$ cat src/design/ncb_pkg.sv
// shared constants and types of the flash copy-back / id / status host
package ncb_pkg;

   // ----------------------------------------------------------------
   // timing
   // ----------------------------------------------------------------
   localparam int CLK_PERIOD_PS = 8000;
   localparam int T_STROBE_LOW_NS = 20;
   localparam int T_STROBE_HIGH_NS = 20;
   localparam int T_BUSY_SETTLE_NS = 100;
   localparam int STROBE_LOW_CYC =
      (T_STROBE_LOW_NS * 1000 + CLK_PERIOD_PS - 1) / CLK_PERIOD_PS;
   localparam int STROBE_HIGH_CYC =
      (T_STROBE_HIGH_NS * 1000 + CLK_PERIOD_PS - 1) / CLK_PERIOD_PS;
   localparam int BUSY_SETTLE_CYC =
      (T_BUSY_SETTLE_NS * 1000 + CLK_PERIOD_PS - 1) / CLK_PERIOD_PS;

   // ----------------------------------------------------------------
   // flash command codes
   // ----------------------------------------------------------------
   localparam logic [7:0] CMD_READ_SETUP = 8'h00;
   localparam logic [7:0] CMD_COPY_READ = 8'h35;
   localparam logic [7:0] CMD_COPY_INPUT = 8'h85;
   localparam logic [7:0] CMD_PROG_CONFIRM = 8'h10;
   localparam logic [7:0] CMD_STATUS = 8'h70;
   localparam logic [7:0] CMD_READ_ID = 8'h90;
   localparam logic [7:0] CMD_ECC_STATUS = 8'h7A;
   localparam logic [7:0] ID_ADDR = 8'h00;
   localparam logic [7:0] COL_ZERO = 8'h00;

   // ----------------------------------------------------------------
   // status byte bits, id fields, ecc codes
   // ----------------------------------------------------------------
   localparam int ST_FAIL = 0;
   localparam int ST_REWRITE = 3;
   localparam int ST_READY_LO = 5;
   localparam int ST_READY_HI = 6;
   localparam int ST_NOT_WP = 7;
   localparam logic [3:0] ID3_MARK = 4'h9;
   localparam logic [3:0] ECC_MAX_CORR = 4'h8;
   localparam logic [3:0] ECC_UNCORR = 4'hF;
   localparam logic [3:0] SECTORS = 4'h4;
   localparam int ROW_BLOCK_LSB = 6;
   localparam logic [2:0] ADDR_LAST = 3'h4;
   localparam logic [2:0] ID_LAST = 3'h4;
   localparam logic [2:0] ECC_LAST = 3'h3;
   localparam logic [2:0] COL_LAST = 3'h1;
   localparam logic [2:0] PATCH_MAX = 3'h4;

   // ----------------------------------------------------------------
   // register map and operations
   // ----------------------------------------------------------------
   localparam logic [5:0] REG_CMD = 6'h00;
   localparam logic [5:0] REG_SRC_ROW = 6'h04;
   localparam logic [5:0] REG_DST_ROW = 6'h08;
   localparam logic [5:0] REG_PATCH = 6'h0C;
   localparam logic [5:0] REG_PATCH_DATA = 6'h10;
   localparam logic [5:0] REG_STATUS = 6'h14;
   localparam logic [5:0] REG_ID_LO = 6'h18;
   localparam logic [5:0] REG_ID_HI = 6'h1C;
   localparam logic [5:0] REG_ID_X = 6'h20;
   localparam logic [5:0] REG_ECC = 6'h24;
   localparam logic [5:0] REG_CTRL = 6'h28;
   localparam logic [2:0] OP_CB_READ = 3'h1;
   localparam logic [2:0] OP_CB_PROG = 3'h2;
   localparam logic [2:0] OP_READ_ID = 3'h3;
   localparam logic [2:0] OP_STATUS = 3'h4;
   localparam logic [2:0] OP_ECC = 3'h5;
   localparam logic RST_WP_N = 1'b0;

   typedef enum logic [1:0] {K_CMD, K_ADDR, K_WR, K_RD} ncb_kind_t;

   // 2-bit size code to count 1, 2, 4, 8
   function automatic logic [3:0] pow2(input logic [1:0] code);
      pow2 = 4'h1 << code;
   endfunction

endpackage

$ cat src/design/ncb_cycle.sv
// one flash bus cycle: command, address, data write or data read
`timescale 1ns/1ps
`default_nettype none
module ncb_cycle (
   input wire logic clk,
   input wire logic rst,
   input wire logic start,
   input wire ncb_pkg::ncb_kind_t kind,
   input wire logic [7:0] wbyte,
   input wire logic [7:0] io_in,
   output logic busy,
   output logic done,
   output logic [7:0] rbyte,
   output logic cle,
   output logic ale,
   output logic we_n,
   output logic re_n,
   output logic [7:0] io_out,
   output logic io_oe
);
   typedef enum logic [1:0] {P_IDLE, P_SETUP, P_LOW, P_HIGH} ncb_phase_t;
   localparam logic [3:0] LOW_LAST = 4'(ncb_pkg::STROBE_LOW_CYC - 1);
   localparam logic [3:0] HIGH_LAST = 4'(ncb_pkg::STROBE_HIGH_CYC - 1);

   ncb_phase_t phase;
   logic [3:0] cnt;
   logic is_rd;

   wire low_end = (phase == P_LOW) && (cnt == LOW_LAST);
   wire high_end = (phase == P_HIGH) && (cnt == HIGH_LAST);

   assign busy = (phase != P_IDLE);

   always_ff @(posedge clk) begin
      if (rst) begin
         phase <= P_IDLE;
         cnt <= 4'h0;
         is_rd <= 1'b0;
         done <= 1'b0;
         rbyte <= 8'h00;
         cle <= 1'b0;
         ale <= 1'b0;
         we_n <= 1'b1;
         re_n <= 1'b1;
         io_out <= 8'h00;
         io_oe <= 1'b0;
      end else begin
         done <= high_end;
         unique case (phase)
            P_IDLE: begin
               if (start) begin
                  // latches and data settle one cycle before the strobe
                  phase <= P_SETUP;
                  is_rd <= (kind == ncb_pkg::K_RD);
                  cle <= (kind == ncb_pkg::K_CMD);
                  ale <= (kind == ncb_pkg::K_ADDR);
                  io_oe <= (kind != ncb_pkg::K_RD);
                  io_out <= wbyte;
               end
            end
            P_SETUP: begin
               phase <= P_LOW;
               cnt <= 4'h0;
               we_n <= is_rd;
               re_n <= !is_rd;
            end
            P_LOW: begin
               cnt <= cnt + 4'h1;
               if (low_end) begin
                  phase <= P_HIGH;
                  cnt <= 4'h0;
                  we_n <= 1'b1;
                  re_n <= 1'b1;
                  if (is_rd) begin
                     rbyte <= io_in;
                  end
               end
            end
            P_HIGH: begin
               cnt <= cnt + 4'h1;
               if (high_end) begin
                  // write data held through the high phase for hold time
                  phase <= P_IDLE;
                  cle <= 1'b0;
                  ale <= 1'b0;
                  io_oe <= 1'b0;
               end
            end
         endcase
      end
   end
endmodule
`default_nettype wire

$ cat src/design/ncb_host.sv
// flash host: copy-back, identification, status and ecc status sequencer
`timescale 1ns/1ps
`default_nettype none
// Functional notes
// copy-back read: 00h, five address cycles of source, 35h loads page.
// copy program: 85h with destination address, programming starts at 10h.
// optional 85h, new column and patch bytes before the 10h confirm.
// destination must share source block parity; otherwise refused.
// busy is seen on the ready pin or status bit 7.
// program pass/fail taken from status bit 1 after completion.
// after 70h, status is reread on every strobe without new command.
// after copy-back read, status and ecc status are read out.
// identification gives five bytes in order.
// byte three: chip count, cell levels, upper nibble 1001.
// byte four: page size, block size, io width.
// byte five: plane groups and ecc engine flag.
// status byte comes on each read strobe after 70h.
// status bit 1: program fail, or uncorrectable after read.
// status bit 4: rewrite advised after a read.
// status bits 6 and 7 high mean ready.
// status bit 8 high means not write-protected.
// bit 1 only trusted once the device is ready.
// status accepted during a read, showing ready and ecc result.
// up to eight bit errors per sector are corrected.
// ecc byte: sector id high nibble, error status low nibble.
// ecc codes: 0 none, 1..8 corrected, F uncorrectable.
// sector ids 0..3 name sectors one to four, others reserved.
// while busy only status read commands are issued.
// identification: 90h, one address cycle, then successive reads.
module ncb_host (
   input wire logic REF_CLK,
   input wire logic RST,
   input wire logic [5:0] REG_ADDR,
   input wire logic [31:0] REG_WDATA,
   input wire logic REG_WR,
   input wire logic REG_RD,
   output logic [31:0] REG_RDATA,
   output logic CE_N,
   output logic CLE,
   output logic ALE,
   output logic WE_N,
   output logic RE_N,
   output logic WP_N,
   output logic [7:0] IO_OUT,
   output logic IO_OE,
   input wire logic [7:0] IO_IN,
   input wire logic RB_N
);
   typedef enum logic [3:0] {
      S_IDLE, S_CMD1, S_ADDR, S_CMD2, S_WAIT, S_POLL_CMD, S_POLL_RD,
      S_ECC_CMD, S_ECC_RD, S_ID_RD, S_PATCH_CMD, S_PATCH_COL,
      S_PATCH_DAT, S_CONFIRM, S_END
   } ncb_state_t;

   localparam logic [3:0] SETTLE_LAST = 4'(ncb_pkg::BUSY_SETTLE_CYC - 1);

   ncb_state_t state, next_state;
   logic [2:0] op, idx, next_idx;
   logic pending;
   logic [3:0] wait_cnt;
   logic [23:0] src_row, dst_row;
   logic [15:0] patch_col;
   logic [2:0] patch_cnt;
   logic [31:0] patch_data;
   logic [7:0] last_status;
   logic done_flag, plane_err, fail_flag, rewrite_flag;
   logic [7:0] id_byte [0:4];
   logic [3:0] ecc_sec [0:3];
   logic ecc_bad;

   // ----------------------------------------------------------------
   // cycle engine
   // ----------------------------------------------------------------
   logic cyc_busy, cyc_done;
   logic [7:0] cyc_rbyte;
   ncb_pkg::ncb_kind_t cur_kind;
   logic [7:0] cur_byte;

   wire issuing = (state != S_IDLE) && (state != S_WAIT)
      && (state != S_END);
   wire launch = issuing && !pending && !cyc_busy;

   ncb_cycle u_cycle (
      .clk(REF_CLK),
      .rst(RST),
      .start(launch),
      .kind(cur_kind),
      .wbyte(cur_byte),
      .io_in(IO_IN),
      .busy(cyc_busy),
      .done(cyc_done),
      .rbyte(cyc_rbyte),
      .cle(CLE),
      .ale(ALE),
      .we_n(WE_N),
      .re_n(RE_N),
      .io_out(IO_OUT),
      .io_oe(IO_OE)
   );

   // ----------------------------------------------------------------
   // byte selection
   // ----------------------------------------------------------------
   wire is_prog = (op == ncb_pkg::OP_CB_PROG);
   wire [23:0] row = is_prog ? dst_row : src_row;
   wire [7:0] row_byte = (idx == 3'h2) ? row[7:0]
      : (idx == 3'h3) ? row[15:8] : row[23:16];
   wire [7:0] addr_byte = (op == ncb_pkg::OP_READ_ID) ? ncb_pkg::ID_ADDR
      : (idx < 3'h2) ? ncb_pkg::COL_ZERO : row_byte;
   wire [31:0] patch_sh = patch_data >> {idx[1:0], 3'b000};
   wire [7:0] cmd1_byte =
      (op == ncb_pkg::OP_CB_READ) ? ncb_pkg::CMD_READ_SETUP
      : is_prog ? ncb_pkg::CMD_COPY_INPUT
      : (op == ncb_pkg::OP_READ_ID) ? ncb_pkg::CMD_READ_ID
      : (op == ncb_pkg::OP_STATUS) ? ncb_pkg::CMD_STATUS
      : ncb_pkg::CMD_ECC_STATUS;

   always_comb begin
      cur_kind = ncb_pkg::K_CMD;
      cur_byte = 8'h00;
      unique case (state)
         S_CMD1: cur_byte = cmd1_byte;
         S_ADDR: begin
            cur_kind = ncb_pkg::K_ADDR;
            cur_byte = addr_byte;
         end
         S_CMD2: cur_byte = ncb_pkg::CMD_COPY_READ;
         S_POLL_CMD: cur_byte = ncb_pkg::CMD_STATUS;
         S_ECC_CMD: cur_byte = ncb_pkg::CMD_ECC_STATUS;
         S_PATCH_CMD: cur_byte = ncb_pkg::CMD_COPY_INPUT;
         S_PATCH_COL: begin
            cur_kind = ncb_pkg::K_ADDR;
            cur_byte = (idx == 3'h0) ? patch_col[7:0] : patch_col[15:8];
         end
         S_PATCH_DAT: begin
            cur_kind = ncb_pkg::K_WR;
            cur_byte = patch_sh[7:0];
         end
         S_CONFIRM: cur_byte = ncb_pkg::CMD_PROG_CONFIRM;
         S_POLL_RD, S_ECC_RD, S_ID_RD: cur_kind = ncb_pkg::K_RD;
         S_IDLE, S_WAIT, S_END: cur_kind = ncb_pkg::K_CMD;
      endcase
   end

   // ----------------------------------------------------------------
   // sequencing
   // ----------------------------------------------------------------
   wire [2:0] wr_op = REG_WDATA[2:0];
   wire op_valid = (wr_op >= ncb_pkg::OP_CB_READ)
      && (wr_op <= ncb_pkg::OP_ECC);
   wire cmd_wr = REG_WR && (REG_ADDR == ncb_pkg::REG_CMD)
      && (state == S_IDLE) && op_valid;
   wire same_group = (src_row[ncb_pkg::ROW_BLOCK_LSB]
      == dst_row[ncb_pkg::ROW_BLOCK_LSB]);
   wire group_bad = (wr_op == ncb_pkg::OP_CB_PROG) && !same_group;
   wire start = cmd_wr && !group_bad;
   // ready needs both ready bits; the pin is reported but not required
   wire rd_ready = cyc_rbyte[ncb_pkg::ST_READY_HI]
      && cyc_rbyte[ncb_pkg::ST_READY_LO];
   wire addr_last = (op == ncb_pkg::OP_READ_ID) ? (idx == 3'h0)
      : (idx == ncb_pkg::ADDR_LAST);
   wire [2:0] patch_last = patch_cnt - 3'h1;

   always_comb begin
      next_state = state;
      unique case (state)
         S_IDLE: if (start) next_state = S_CMD1;
         S_CMD1: begin
            if (cyc_done) begin
               if (op == ncb_pkg::OP_STATUS) next_state = S_POLL_RD;
               else if (op == ncb_pkg::OP_ECC) next_state = S_ECC_RD;
               else next_state = S_ADDR;
            end
         end
         S_ADDR: begin
            if (cyc_done && addr_last) begin
               if (op == ncb_pkg::OP_READ_ID) next_state = S_ID_RD;
               else if (!is_prog) next_state = S_CMD2;
               else if (patch_cnt != 3'h0) next_state = S_PATCH_CMD;
               else next_state = S_CONFIRM;
            end
         end
         S_CMD2: if (cyc_done) next_state = S_WAIT;
         S_WAIT: if (wait_cnt == 4'h0) next_state = S_POLL_CMD;
         S_POLL_CMD: if (cyc_done) next_state = S_POLL_RD;
         S_POLL_RD: begin
            // keep strobing: device stays in status mode
            if (cyc_done && (rd_ready || op == ncb_pkg::OP_STATUS)) begin
               next_state = (op == ncb_pkg::OP_CB_READ) ? S_ECC_CMD
                  : S_END;
            end
         end
         S_ECC_CMD: if (cyc_done) next_state = S_ECC_RD;
         S_ECC_RD: begin
            if (cyc_done && idx == ncb_pkg::ECC_LAST) next_state = S_END;
         end
         S_ID_RD: begin
            if (cyc_done && idx == ncb_pkg::ID_LAST) next_state = S_END;
         end
         S_PATCH_CMD: if (cyc_done) next_state = S_PATCH_COL;
         S_PATCH_COL: begin
            if (cyc_done && idx == ncb_pkg::COL_LAST) begin
               next_state = S_PATCH_DAT;
            end
         end
         S_PATCH_DAT: begin
            if (cyc_done && idx == patch_last) next_state = S_CONFIRM;
         end
         S_CONFIRM: if (cyc_done) next_state = S_WAIT;
         S_END: next_state = S_IDLE;
      endcase
   end

   assign next_idx = (next_state != state) ? 3'h0
      : cyc_done ? idx + 3'h1 : idx;

   always_ff @(posedge REF_CLK) begin
      if (RST) begin
         state <= S_IDLE;
         idx <= 3'h0;
         pending <= 1'b0;
         wait_cnt <= 4'h0;
         op <= 3'h0;
         CE_N <= 1'b1;
      end else begin
         state <= next_state;
         idx <= next_idx;
         pending <= launch || (pending && !cyc_done);
         CE_N <= (next_state == S_IDLE);
         if (start) op <= wr_op;
         if (state != S_WAIT) wait_cnt <= SETTLE_LAST;
         else wait_cnt <= wait_cnt - 4'h1;
      end
   end

   // ----------------------------------------------------------------
   // results
   // ----------------------------------------------------------------
   wire rd_take = cyc_done && (state == S_POLL_RD);
   wire ecc_take = cyc_done && (state == S_ECC_RD);
   wire [3:0] ecc_code = cyc_rbyte[3:0];
   wire ecc_code_bad = (ecc_code > ncb_pkg::ECC_MAX_CORR)
      && (ecc_code != ncb_pkg::ECC_UNCORR);

   always_ff @(posedge REF_CLK) begin
      if (RST) begin
         last_status <= 8'h00;
         fail_flag <= 1'b0;
         rewrite_flag <= 1'b0;
         ecc_bad <= 1'b0;
         done_flag <= 1'b0;
         plane_err <= 1'b0;
      end else begin
         if (start) done_flag <= 1'b0;
         if (state == S_END) done_flag <= 1'b1;
         if (cmd_wr) plane_err <= group_bad;
         if (start) ecc_bad <= 1'b0;
         if (rd_take) begin
            last_status <= cyc_rbyte;
            if (rd_ready) begin
               fail_flag <= cyc_rbyte[ncb_pkg::ST_FAIL];
               rewrite_flag <= cyc_rbyte[ncb_pkg::ST_REWRITE]
                  && (op != ncb_pkg::OP_CB_PROG);
            end
         end
         if (ecc_take && ecc_code_bad) ecc_bad <= 1'b1;
      end
   end

   always_ff @(posedge REF_CLK) begin
      if (RST) begin
         for (int i = 0; i < 4; i++) ecc_sec[i] <= 4'h0;
         for (int i = 0; i < 5; i++) id_byte[i] <= 8'h00;
      end else begin
         if (ecc_take && cyc_rbyte[7:4] < ncb_pkg::SECTORS) begin
            ecc_sec[cyc_rbyte[5:4]] <= ecc_code;
         end
         if (cyc_done && state == S_ID_RD) begin
            id_byte[idx] <= cyc_rbyte;
         end
      end
   end

   // ----------------------------------------------------------------
   // register port
   // ----------------------------------------------------------------
   logic [3:0] chips, page_kb, planes;
   logic [4:0] levels;
   logic [9:0] block_kb;
   logic x16, ecc_engine, id3_ok;

   ncb_id_decode u_dec (
      .id3(id_byte[2]),
      .id4(id_byte[3]),
      .id5(id_byte[4]),
      .chips(chips),
      .levels(levels),
      .page_kb(page_kb),
      .block_kb(block_kb),
      .x16(x16),
      .planes(planes),
      .ecc_engine(ecc_engine),
      .id3_ok(id3_ok)
   );

   wire any_uncorr = (ecc_sec[0] == ncb_pkg::ECC_UNCORR)
      || (ecc_sec[1] == ncb_pkg::ECC_UNCORR)
      || (ecc_sec[2] == ncb_pkg::ECC_UNCORR)
      || (ecc_sec[3] == ncb_pkg::ECC_UNCORR);
   wire [31:0] st_word = {16'h0000, last_status, 1'b0, WP_N, RB_N,
      rewrite_flag, fail_flag, plane_err, done_flag, state != S_IDLE};
   wire [31:0] rd_mux =
      (REG_ADDR == ncb_pkg::REG_CMD) ? {29'h0000_0000, op}
      : (REG_ADDR == ncb_pkg::REG_SRC_ROW) ? {8'h00, src_row}
      : (REG_ADDR == ncb_pkg::REG_DST_ROW) ? {8'h00, dst_row}
      : (REG_ADDR == ncb_pkg::REG_PATCH) ? {13'h0000, patch_cnt, patch_col}
      : (REG_ADDR == ncb_pkg::REG_PATCH_DATA) ? patch_data
      : (REG_ADDR == ncb_pkg::REG_STATUS) ? st_word
      : (REG_ADDR == ncb_pkg::REG_ID_LO) ?
         {id_byte[3], id_byte[2], id_byte[1], id_byte[0]}
      : (REG_ADDR == ncb_pkg::REG_ID_HI) ?
         {x16, block_kb, page_kb, levels, chips, id_byte[4]}
      : (REG_ADDR == ncb_pkg::REG_ID_X) ?
         {26'h000_0000, id3_ok, ecc_engine, planes}
      : (REG_ADDR == ncb_pkg::REG_ECC) ?
         {14'h0000, ecc_bad, any_uncorr,
          ecc_sec[3], ecc_sec[2], ecc_sec[1], ecc_sec[0]}
      : (REG_ADDR == ncb_pkg::REG_CTRL) ? {31'h0000_0000, WP_N}
      : 32'h0000_0000;
   // a zero count is no patch; counts past four are clipped
   wire [2:0] wr_cnt = (REG_WDATA[18:16] > ncb_pkg::PATCH_MAX)
      ? ncb_pkg::PATCH_MAX : REG_WDATA[18:16];
   // row and patch registers are frozen while a sequence runs
   wire cfg_wr = REG_WR && (state == S_IDLE);

   always_ff @(posedge REF_CLK) begin
      if (RST) begin
         REG_RDATA <= 32'h0000_0000;
         src_row <= 24'h00_0000;
         dst_row <= 24'h00_0000;
         patch_col <= 16'h0000;
         patch_cnt <= 3'h0;
         patch_data <= 32'h0000_0000;
         WP_N <= ncb_pkg::RST_WP_N;
      end else begin
         REG_RDATA <= REG_RD ? rd_mux : 32'h0000_0000;
         if (cfg_wr && REG_ADDR == ncb_pkg::REG_SRC_ROW) begin
            src_row <= REG_WDATA[23:0];
         end
         if (cfg_wr && REG_ADDR == ncb_pkg::REG_DST_ROW) begin
            dst_row <= REG_WDATA[23:0];
         end
         if (cfg_wr && REG_ADDR == ncb_pkg::REG_PATCH) begin
            patch_col <= REG_WDATA[15:0];
            patch_cnt <= wr_cnt;
         end
         if (cfg_wr && REG_ADDR == ncb_pkg::REG_PATCH_DATA) begin
            patch_data <= REG_WDATA;
         end
         if (REG_WR && REG_ADDR == ncb_pkg::REG_CTRL) WP_N <= REG_WDATA[0];
      end
   end
endmodule
`default_nettype wire

$ cat src/design/ncb_id_decode.sv
// decodes the feature fields of identification bytes three to five
`timescale 1ns/1ps
`default_nettype none
module ncb_id_decode (
   input wire logic [7:0] id3,
   input wire logic [7:0] id4,
   input wire logic [7:0] id5,
   output logic [3:0] chips,
   output logic [4:0] levels,
   output logic [3:0] page_kb,
   output logic [9:0] block_kb,
   output logic x16,
   output logic [3:0] planes,
   output logic ecc_engine,
   output logic id3_ok
);
   assign chips = ncb_pkg::pow2(id3[1:0]);
   assign levels = {ncb_pkg::pow2(id3[3:2]), 1'b0};
   assign id3_ok = (id3[7:4] == ncb_pkg::ID3_MARK);
   assign page_kb = ncb_pkg::pow2(id4[1:0]);
   assign block_kb = {ncb_pkg::pow2(id4[5:4]), 6'b00_0000};
   assign x16 = id4[6];
   assign planes = ncb_pkg::pow2(id5[3:2]);
   assign ecc_engine = id5[7];
endmodule
`default_nettype wire

$ cat config.mk
export PLATFORM = sky130hd
export DESIGN_NAME = ncb_host
export DESIGN_NICKNAME = d
export VERILOG_FILES = /design/src/design/ncb_pkg.sv /design/src/design/ncb_cycle.sv /design/src/design/ncb_host.sv /design/src/design/ncb_id_decode.sv
export SDC_FILE = /design/constraint.sdc
export NUM_CORES = 1
export LEC_CHECK = 0
export ABC_AREA = 1
export ABC_CLOCK_PERIOD_IN_PS = 3400
export BUFFER_PORTS_ARGS = -buffer_cell sky130_fd_sc_hd__buf_2
export CAP_MARGIN = 20
export CORE_MARGIN = 5
export CORE_UTILIZATION = 57
export DETAILED_ROUTE_END_ITERATION = 10
export PLACE_DENSITY = 0.77
export SLEW_MARGIN = 10
export SYNTH_ARGS = -nofsm -noshare
export SYNTH_HDL_FRONTEND = slang
export SYNTH_SLANG_ARGS = --single-unit
$ cat constraint.sdc
create_clock -name REF_CLK -period 3.4 [get_ports REF_CLK]
set_clock_uncertainty 0.1 [all_clocks]
set_input_delay 1.02 -clock REF_CLK [delete_from_list [all_inputs] [get_ports REF_CLK]]
set_output_delay 1.02 -clock REF_CLK [all_outputs]
set_load 0.05 [all_outputs]
## Word level (Yosys, flattened, before mapping)

Memory sizes are Yosys's and may differ from the RTL's.
Index checks and enable logic that the tools add are counted.

- Add/sub/neg operators: 4
- $mul: 0
- Div/mod/pow operators: 0
- Order comparisons: 6
- Eq/ne operators: 56
- Shift operators: 6
- Mux-type cells: 79
- Bitwise gates (word level): 1
- Reductions and logical operators: 75

Operator list:

| cell | count |
|---|---|
| $mux W32 | 4 |
| $mux W24 | 4 |
| $mux W4 | 22 |
| $mux W8 | 9 |
| $pmux W8 S9 | 1 |
| $pmux W4 S14 | 1 |
| $eq A4 B4 Y1 const B | 12 |
| $mux W18 | 2 |
| $logic_and A1 B1 Y1 | 33 |
| $shr A32 B5 Y8 | 1 |
| $eq A6 B5 Y1 const B | 4 |
| $mux W1 | 20 |
| $shl A1 B2 Y4 const A | 5 |
| $eq A6 B6 Y1 const B | 3 |
| $eq A4 B3 Y1 const B | 4 |
| $eq A3 B2 Y1 const B | 5 |
| $eq A4 B2 Y1 const B | 3 |
| $eq A6 B4 Y1 const B | 2 |
| $logic_not A4 Y1 | 3 |
| $mux W3 | 4 |
| $pmux W4 S3 | 1 |
| $pmux W1 S2 | 5 |
| $reduce_bool A2 Y1 | 5 |
| $reduce_or A2 Y1 | 5 |
| other kinds (41) | 69 |

- Register bits: 190
- Latch bits: 0
- Memory bits (writable): 56
- Memory bits (read-only): 0
- Bits of input ports: 51
- Logic and storage cells: 262
- Memories kept: 2

Memories:

| memory | words | width | read ports | clocked after Yosys merged registers in | write ports | line | text |
|---|---|---|---|---|---|---|---|
| id_byte | 5 | 8 | 5 | 0 | 5 | ncb_host.sv:67 | `logic [7:0] id_byte [0:4];` |
| ecc_sec | 4 | 4 | 4 | 0 | 4 | ncb_host.sv:68 | `logic [3:0] ecc_sec [0:3];` |

## Longest topological paths before layout

Gate-level depths: netlist (run 1).
An unclocked memory read counts as a cell.

- Depth in word-level cells: 15
- Gate-level depth with buffers: 15
- Gate-level depth less buffers: 15

## By module

Synthesis (run 1) repeated with hierarchy kept, for this count alone.

- Cell total of the unflattened synthesis: 1,639
- Area, all modules: 12,042.8 um^2

By module, submodules not included:

| module | times used | cells each | area each (um^2) |
|---|---|---|---|
| ncb_host | 1 | 1,421 | 10,517.6 |
| ncb_cycle | 1 | 168 | 1,303.8 |
| ncb_id_decode | 1 | 50 | 221.5 |

## Worst setup path after synthesis (run 1)

No wires, ideal clock.

- Kind: input to register
- Start: input REG_ADDR[1]
- End: register idx[2]
- Arrival time: 2.147 ns
- Slack: 1.036 ns
- Cell stages on the path: 12
- Cells stage by stage: nor2_2 nand2_1 nor2_1 nand2_1 a21oi_2 nand2_2 nand3_1 nand3_1 nand2_1 nor2_2 nand2_2 nor2_1

- Word-level cells in the longest chain between the ends: 9

RTL lines:

| element | line | text |
|---|---|---|
| start: declaration | ncb_host.sv:33 | `input wire logic [5:0] REG_ADDR,` |
| $logic_not A6 Y1 | ncb_host.sv:151 | `wire cmd_wr = REG_WR && (REG_ADDR == ncb_pkg::REG_CMD)` |
| $logic_and A1 B1 Y1 | ncb_host.sv:151 |  |
| $logic_and A1 B1 Y1 (2 in series) | ncb_host.sv:152 | `&& (state == S_IDLE) && op_valid;` |
| $logic_and A1 B1 Y1 | ncb_host.sv:156 | `wire start = cmd_wr && !group_bad;` |
| $mux W4 | ncb_host.sv:167 | `S_IDLE: if (start) next_state = S_CMD1;` |
| $pmux W4 S14 | ncb_host.sv:166 | `unique case (state)` |
| $ne A4 B4 Y1 | ncb_host.sv:214 | `assign next_idx = (next_state != state) ? 3'h0` |
| $reduce_or A2 Y1 (no line) | n/a |  |
| end signal: assignment | ncb_host.sv:227 | `idx <= next_idx;` |
| end: declaration | ncb_host.sv:58 | `logic [2:0] op, idx, next_idx;` |

Every way passes these cells.
A chain may end at the register's enable or synchronous reset.

## Worst setup path after layout (run 1)

- Start: register idx[0]
- End: register u_cycle.io_out[4]

- Word-level cells in the longest chain between the ends: 6
- Elaborated cells between the ends (all ways): 11
- Classes of those cells: 1 x order compare; 2 x eq/ne; 1 x shift; 6 x mux; 1 x reduce/logical

RTL lines:

| element | line | text |
|---|---|---|
| $eq A3 B2 Y1 | ncb_host.sv:107 | `: (idx == 3'h3) ? row[15:8] : row[23:16];` |
| $mux W8 | ncb_host.sv:107 |  |
| $mux W8 | ncb_host.sv:106 | `wire [7:0] row_byte = (idx == 3'h2) ? row[7:0]` |
| $mux W8 | ncb_host.sv:109 | `: (idx < 3'h2) ? ncb_pkg::COL_ZERO : row_byte;` |
| $mux W8 | ncb_host.sv:108 | `wire [7:0] addr_byte = (op == ncb_pkg::OP_READ_ID) ? ncb_pkg::ID_ADDR` |
| $pmux W8 S9 (*) | ncb_host.sv:121 | `unique case (state)` |
| end signal: assignment | ncb_cycle.sv:58 | `io_out <= wbyte;` |
| end: declaration | ncb_cycle.sv:18 | `output logic [7:0] io_out,` |

Mark *: on every way between the ends. The rest lies on a longest branch, timed or not.

==> results of run 1 <==
Yosys cell counts, types with 12 or more instances:
| cell type | n |
|---|---|
| a21oi_1 | 148 |
| buf_2 | 24 |
| clkbuf_1 | 43 |
| dfxtp_1 | 190 |
| edfxtp_1 | 56 |
| ha_1 | 15 |
| inv_1 | 148 |
| nand2_1 | 259 |
| nand3_1 | 83 |
| nand4_1 | 28 |
| nor2_1 | 260 |
| nor2_2 | 12 |
| nor3_1 | 18 |
| o211ai_1 | 13 |
| o21ai_0 | 176 |
worst max-delay path, stage by stage, from the launching register on:
cell and delay, ps:
dfxtp_1 440, clkinv_1 400, ha_1 370, nand2_1 310
inv_1 250, o21ai_0 290, nand3_1 100, a21oi_1 170
nand3_1 110, nand2_1 70, a21oi_1 50
how the worst min path moves through the flow:
stage	from	endpoint	cells past startpoint
final	wait_cnt[0]	wait_cnt[0]	1
after global routing	wait_cnt[0]	wait_cnt[0]	1
after CTS	wait_cnt[0]	wait_cnt[0]	1
after detailed placement	wait_cnt[0]	wait_cnt[0]	1
after global placement	wait_cnt[0]	wait_cnt[0]	1
after floorplan	wait_cnt[0]	wait_cnt[0]	1
power groups by stage:
stage	clock [W]	sequential [W]	combinational [W]
3_3_place_gp	0	0.00320	0.000702
6_report	0.00276	0.00315	0.000731
5_1_grt	0.00288	0.00315	0.000809
4_1_cts	0.00276	0.00314	0.000725
3_5_place_dp	0	0.00321	0.000722
2_1_floorplan	0	0.00328	0.000423
routing by layer:
metal	GRT usage [%]	wire (µm)	vias to the layer above
li1	-	-	5421
met1	44.1	15700	5363
met2	50.4	17400	814
met3	7.01	4750	164
met4	14.0	2160	4
met5	0	27	-
cell families after synthesis:
group           after synthesis
buf+inv                     236
fa+ha+maj                    15
xor+xnor                      4
simple gates                684
compound gates              394
flops                       246
layout make-up:
class                      instances  area [µm²]
fill                            1833        7010
inverter                         162         609
clock inverter                     9        56.3
clock buffer                      37         763
timing repair buffer             120         671
sequential                       246        5490
multi-input combinational       1097        5300
tap                              270         338
through the flow:
| step | cells | util [%] | setup WS, ps | power (W) | hold WS, ps |
|---|---|---|---|---|---|
| global route | 1941 | 65.4 | 472 | 0.00684 | 344 |
| CTS | 1941 | 65.4 | 714 | 0.00662 | 320 |
| global placement | 1895 | 61.3 | 468 | 0.00391 | 308 |
| detailed placement | 1895 | 61.3 | 405 | 0.00393 | 311 |
| floorplan | 1579 | - | 1040 | 0.00370 | 297 |
| finish | 1941 | 65.4 | 628 | 0.00664 | 325 |
sequential cells by signal, indices dropped and copies added (netlist names), 2 cells and up:
name	flops
REG_RDATA	32
dst_row	24
ecc_sec	16
id_byte	40
idx	3
last_status	8
op	3
patch_cnt	3
patch_col	16
patch_data	32
src_row	24
state	4
u_cycle.cnt	4
u_cycle.io_out	8
u_cycle.phase	2
u_cycle.rbyte	8
wait_cnt	4
==> results.md, run 1 <==
* Max_cap viols at 0
* Core ar. at 20200 µm²
* Clock transition at path regs at 60 ps
* Period utilisation layout at 81.5%
* Nets at 1719
* Total count of hold-check failures in the final report at 0
* Ant diodes at 0
* Worst Path Required at 3720 ps
* Cell taking the most area after synthesis: dfxtp_1
* Slew margin rel. at 32.7%
* Vias per std cell at 6.06
* Die height at 153 µm
* GR Util All Layers at 32.5%
* Final WL at 40000 µm
* Pwr Density at 502 nW/µm²
* Post-synth ARST share at 0%
* Switching Fraction at 27.0%
* CTS Hold Bufs at 0
* DP Area at 12400 µm²
* Post-Synthesis Cells at 1579
* Most frequent cells in the layout: 260 x nor2_1, 259 x nand2_1, 190 x dfxtp_1, 176 x o21ai_0, 148 x a21oi_1
* Reg2Reg Launch Point: idx[0]
* Worst Path Arrival at 3100 ps
* Initial Utilization at 57.9%
* Sequential power share at 47.4%
* Worst-Skew Late Latency at 540 ps
* Fraction of layout cells with a size suffix above 1 at 12.3%
* Detailed-route via count at 11800
* Failing checks: design-rule violations
* Post-Synth Simple-Gate Area at 24.9%
* Hold WC Path Type: reg2reg
* Iteration-0 DRC Markers at 1830
* Synthesized area per cell at 7.42 µm²
* Post-synthesis register bit count at 246
* Setup TNS Final at 0 ps
* Final slew viol count at 0
* Worst-Margin Slew at 1010 ps
* Clk pwr share at 41.6%
* Crit. End Element: register
* Switching Power at 0.00179 W
* F_max at 0.361 GHz
* Synthesized net count at 1645
* Peak VDD IR at 0.443 mV
* DP Wirelength at 28500 µm
* Final setup fails at 0
* Leading cell type in the layout, fill and taps excluded: nor2_1
* Yosys cell types at 45
* Worst-path maximum fanout at 11
* Top post-synthesis cells by area: dfxtp_1 32%, edfxtp_1 14%, nor2_1 8.3%
* Compound-Gate Fraction of Synth Area at 18.4%
* Sequential area share after synthesis at 46.8%
* Xor-xnor portion of the synthesized cell area at 0.299%
* Num CTS Buffers at 26
* R2R Setup Slk at 630 ps
* FP Rows at 52
* Initial antenna violation count at 2
* Clock root buffer master: clkbuf_16
* Synth Area in Adders at 1.60%
* Sink Count at 246
* YS warnings at 0
* Worst setup SP type: register
* Drt wl/cell at 20.6 µm
* CTS tree: yes
* EDFF count, synth at 56
* Reg-to-Reg End: u_cycle.io_out[4]
* Cts repair resizes at 0
* Setup crit end: u_cycle.io_out[4]
* Yosys top cell area share at 32.5%
* Largest family of logic cells by synthesized area: simple AND/OR/NAND/NOR gates
* Prevailing post-synth register cell: dfxtp_1
* Post-Syn Area at 11700 µm²
* Status: complete, but fails checks
* Critical path startpoint: idx[0]
* P_int at 0.00484 W
* Pre-antenna DRT Iters at 9
* Largest net degree at the start of global routing at 140
* Design Area, Final at 13200 µm²
* Top-level I/O count at 98
* Logic pwr share at 11.0%
* Postcts setup bufs at 0
* Htree depth at 1
* Layout area overhead at 12.9%
* Die Wd at 153 µm
* Final GP Congestion at 1.06
* Minimum clock period at 2770 ps
* Worst R2R Path Depth at 10
* Setup repair after global routing missed its margin: false
* Remaining DRCs at 1
* Longest Clk Path Bufs at 3
* Die ar. at 23500 µm²
* Vias in the first global route at 10800
* Multiplexer share of the synthesized area at 0%
* Worst setup path category: reg2reg
* IO Port Bufs at 97
* Total gr overflow at 0
* Global-route wire length before repair at 61200 µm
* Pleak at 5.44 nW
* Final antenna-violating net count at 0
(Power assumes the default switching activity.)
==> inputs of run 2 (changes only) <==
--- a/config.mk
+++ b/config.mk
@@ -6,13 +6,13 @@
 export NUM_CORES = 1
 export LEC_CHECK = 0
 export ABC_AREA = 1
-export ABC_CLOCK_PERIOD_IN_PS = 3400
+export ABC_CLOCK_PERIOD_IN_PS = 2300
 export BUFFER_PORTS_ARGS = -buffer_cell sky130_fd_sc_hd__buf_2
 export CAP_MARGIN = 20
 export CORE_MARGIN = 5
-export CORE_UTILIZATION = 57
+export CORE_UTILIZATION = 54
 export DETAILED_ROUTE_END_ITERATION = 10
-export PLACE_DENSITY = 0.77
+export PLACE_DENSITY = 0.76
 export SLEW_MARGIN = 10
 export SYNTH_ARGS = -nofsm -noshare
 export SYNTH_HDL_FRONTEND = slang
==> constraint.sdc (replaced) <==
create_clock -name REF_CLK -period 2.3 [get_ports REF_CLK]
set_clock_uncertainty 0.1 [all_clocks]
set_input_delay 0.69 -clock REF_CLK [delete_from_list [all_inputs] [get_ports REF_CLK]]
set_output_delay 0.69 -clock REF_CLK [all_outputs]
set_load 0.05 [all_outputs]
==> results.md, run 2 (synthesized netlist as in run 1, its figures left out) <==
* Status: finished, final reports clean
* Period utilisation layout at 92.3% (+11 points)
* IO Port Bufs at 97 (unchanged)
* Cts repair resizes at 0 (unchanged)
* Clock transition at path regs at 60 ps (about the same)
* Initial antenna violation count at 0 (-2)
* Vias per std cell at 5.82 (-4.1%)
* Total power at 0.0103 W (+55%)
* Total count of hold-check failures in the final report at 0 (unchanged)
* Worst setup SP type: register
* Remaining DRCs at 0 (-1)
* DP Wirelength at 31000 µm (+8.7%)
* Fraction of layout cells with a size suffix above 1 at 17.3% (+5.0 points)
* Largest net degree at the start of global routing at 105 (-25%)
* Final antenna-violating net count at 0 (unchanged)
* Core Util, Final at 66.9% (+1.6 points)
* F_max at 0.471 GHz (+31%)
* Longest Clk Path Bufs at 3 (unchanged)
* Clk pwr share at 43.7% (+2.1 points)
* Minimum clock period at 2120 ps (-648 ps)
* FP Rows at 53 (+1.9%)
* Layout area overhead at 21.2%
* Fillers at 1812 (-1.1%)
* Switching Fraction at 25.8% (-1.2 points)
* Num CTS Buffers at 26 (unchanged)
* Leading cell type in the layout, fill and taps excluded: nor2_1
* Biggest register: id_byte
* Sequential power share at 45.3% (-2.1 points)
* Worst-path maximum fanout at 9 (-2)
* Slew margin rel. at 64.0% (+31 points)
* Die ar. at 24700 µm² (+5.2%)
* Hold WC Path Type: in2reg
* Worst-Margin Slew at 540 ps (-469 ps)
* GR Util All Layers at 32.6% (+0.11 points)
* Postcts setup bufs at 0 (unchanged)
* Final setup fails at 0 (unchanged)
* Worst setup path category: reg2reg
* Worst-Skew Late Latency at 530 ps (about the same)
* Max_cap viols at 0 (unchanged)
* Nets at 1817 (+5.7%)
* Die height at 157 µm (+2.6%)
* Top-level I/O count at 98 (unchanged)
* Worst Path Required at 2620 ps (-1100 ps)
* Htree depth at 1 (unchanged)
* Final GP Congestion at 1.03 (-3.2%)
* Most frequent cells in the layout: 260 x nor2_1, 259 x nand2_1, 190 x dfxtp_1, 176 x o21ai_0, 148 x a21oi_1
* Logic pwr share at 11.0% (about the same)
* Reg2Reg Launch Point: idx[0]
* Global-route wire length before repair at 63200 µm (+3.2%)
* Final WL at 40800 µm (+2.0%)
* Vias in the first global route at 11300 (+4.4%)
* Drt wl/cell at 19.9 µm (-3.3%)
* Clock root buffer master: clkbuf_16
* Peak VDD IR at 0.772 mV (+74%)
* Die Wd at 157 µm (+2.6%)
* Core ar. at 21200 µm² (+4.9%)
* Pwr Density at 722 nW/µm² (+44%)
* Total gr overflow at 0 (unchanged)
* Setup TNS Final at 0 ps (unchanged)
* P_int at 0.00760 W (+57%)
* Ant diodes at 0 (unchanged)
* Pre-antenna DRT Iters at 8 (-1)
* Crit. End Element: register
* Critical path startpoint: idx[0]
* Initial Utilization at 55.2% (-2.7 points)
* Biggest regs: id_byte (40), REG_RDATA (32), patch_data (32)
* Iteration-0 DRC Markers at 1602 (-12%)
* CTS Hold Bufs at 0 (unchanged)
* Worst Path Arrival at 2440 ps (-660 ps)
* Setup repair after global routing missed its margin: false
* Reg area at 5490 µm² (unchanged)
* Pleak at 6.00 nW (+10%)
* Sink Count at 246 (unchanged)
* HP Start: REG_WDATA[31]
* Switching Power at 0.00265 W (+48%)
* CTS tree: yes
* Final slew viol count at 0 (unchanged)
* Largest register FFs at 40 (unchanged)
* Area of the multi-input gates at 5300 µm² (unchanged)
* Detailed-route via count at 11900 (+1.1%)
## run 2: cell count changes in the layout (fill, tap and decap cells not counted), sizes merged
cell / before / now
buf: 120 / 218
bufinv: 0 / 4
clkinv: 13 / 10
clkinvlp: 1 / 3
clkbuf: 37 / 36
## run 2: worst max-delay path: stages (launching register included)
cell and delay [ps]:
dfxtp_1 400, clkinv_1 150, ha_1 240, nand2_1 160
inv_1 170, nor2_1 170, o221ai_1 190, a21oi_1 160
nand2_1 120, nand2_1 90, a21oi_1 60
## run 2: stage by stage
step	setup slack (ps)	hold WS [ps]	cell area [µm²]	cells
final	176	283	14200	2046
after global routing	20.9	298	14200	2046
after floorplan	198	297	11700	1579
after detailed placement	-262	311	13300	1998
after CTS	227	274	14200	2046
after global placement	-260	307	13300	1998
## run 2: final cells by class
class | count | share of cell area (%)
Clock buffer | 36 | 5.21
Sequential cell | 246 | 38.6
Tap cell | 275 | 2.42
Multi-Input combinational cell | 1097 | 37.3
Timing Repair Buffer | 218 | 10.9
Clock inverter | 12 | 1.22
Inverter | 162 | 4.29
## run 2: per-layer routing
layer	GRT usage, %	wire length (µm)	vias up
met1	43.3	16100	5409
li1	-	-	5618
met2	52.0	18100	709
met3	5.69	4010	162
met5	0	0	-
met4	15.5	2550	0
## run 2: final timing paths
check / cells after the start / to / slack, ps
min: 3 / patch_data[31] / 280
max: 10 / u_cycle.io_out[7] / 180
max reg2reg: 10 / u_cycle.io_out[7] / 180
min reg2reg: 1 / wait_cnt[0] / 320
## run 2: power by group through the flow
stage | clock, W | combinational (W) | sequential (W)
after floorplan | 0 | 0.000625 | 0.00484
after global placement | 0 | 0.00109 | 0.00474
after detailed placement | 0 | 0.00112 | 0.00474
after CTS | 0.00449 | 0.00112 | 0.00465
after global routing | 0.00469 | 0.00126 | 0.00466
final | 0.00448 | 0.00113 | 0.00465
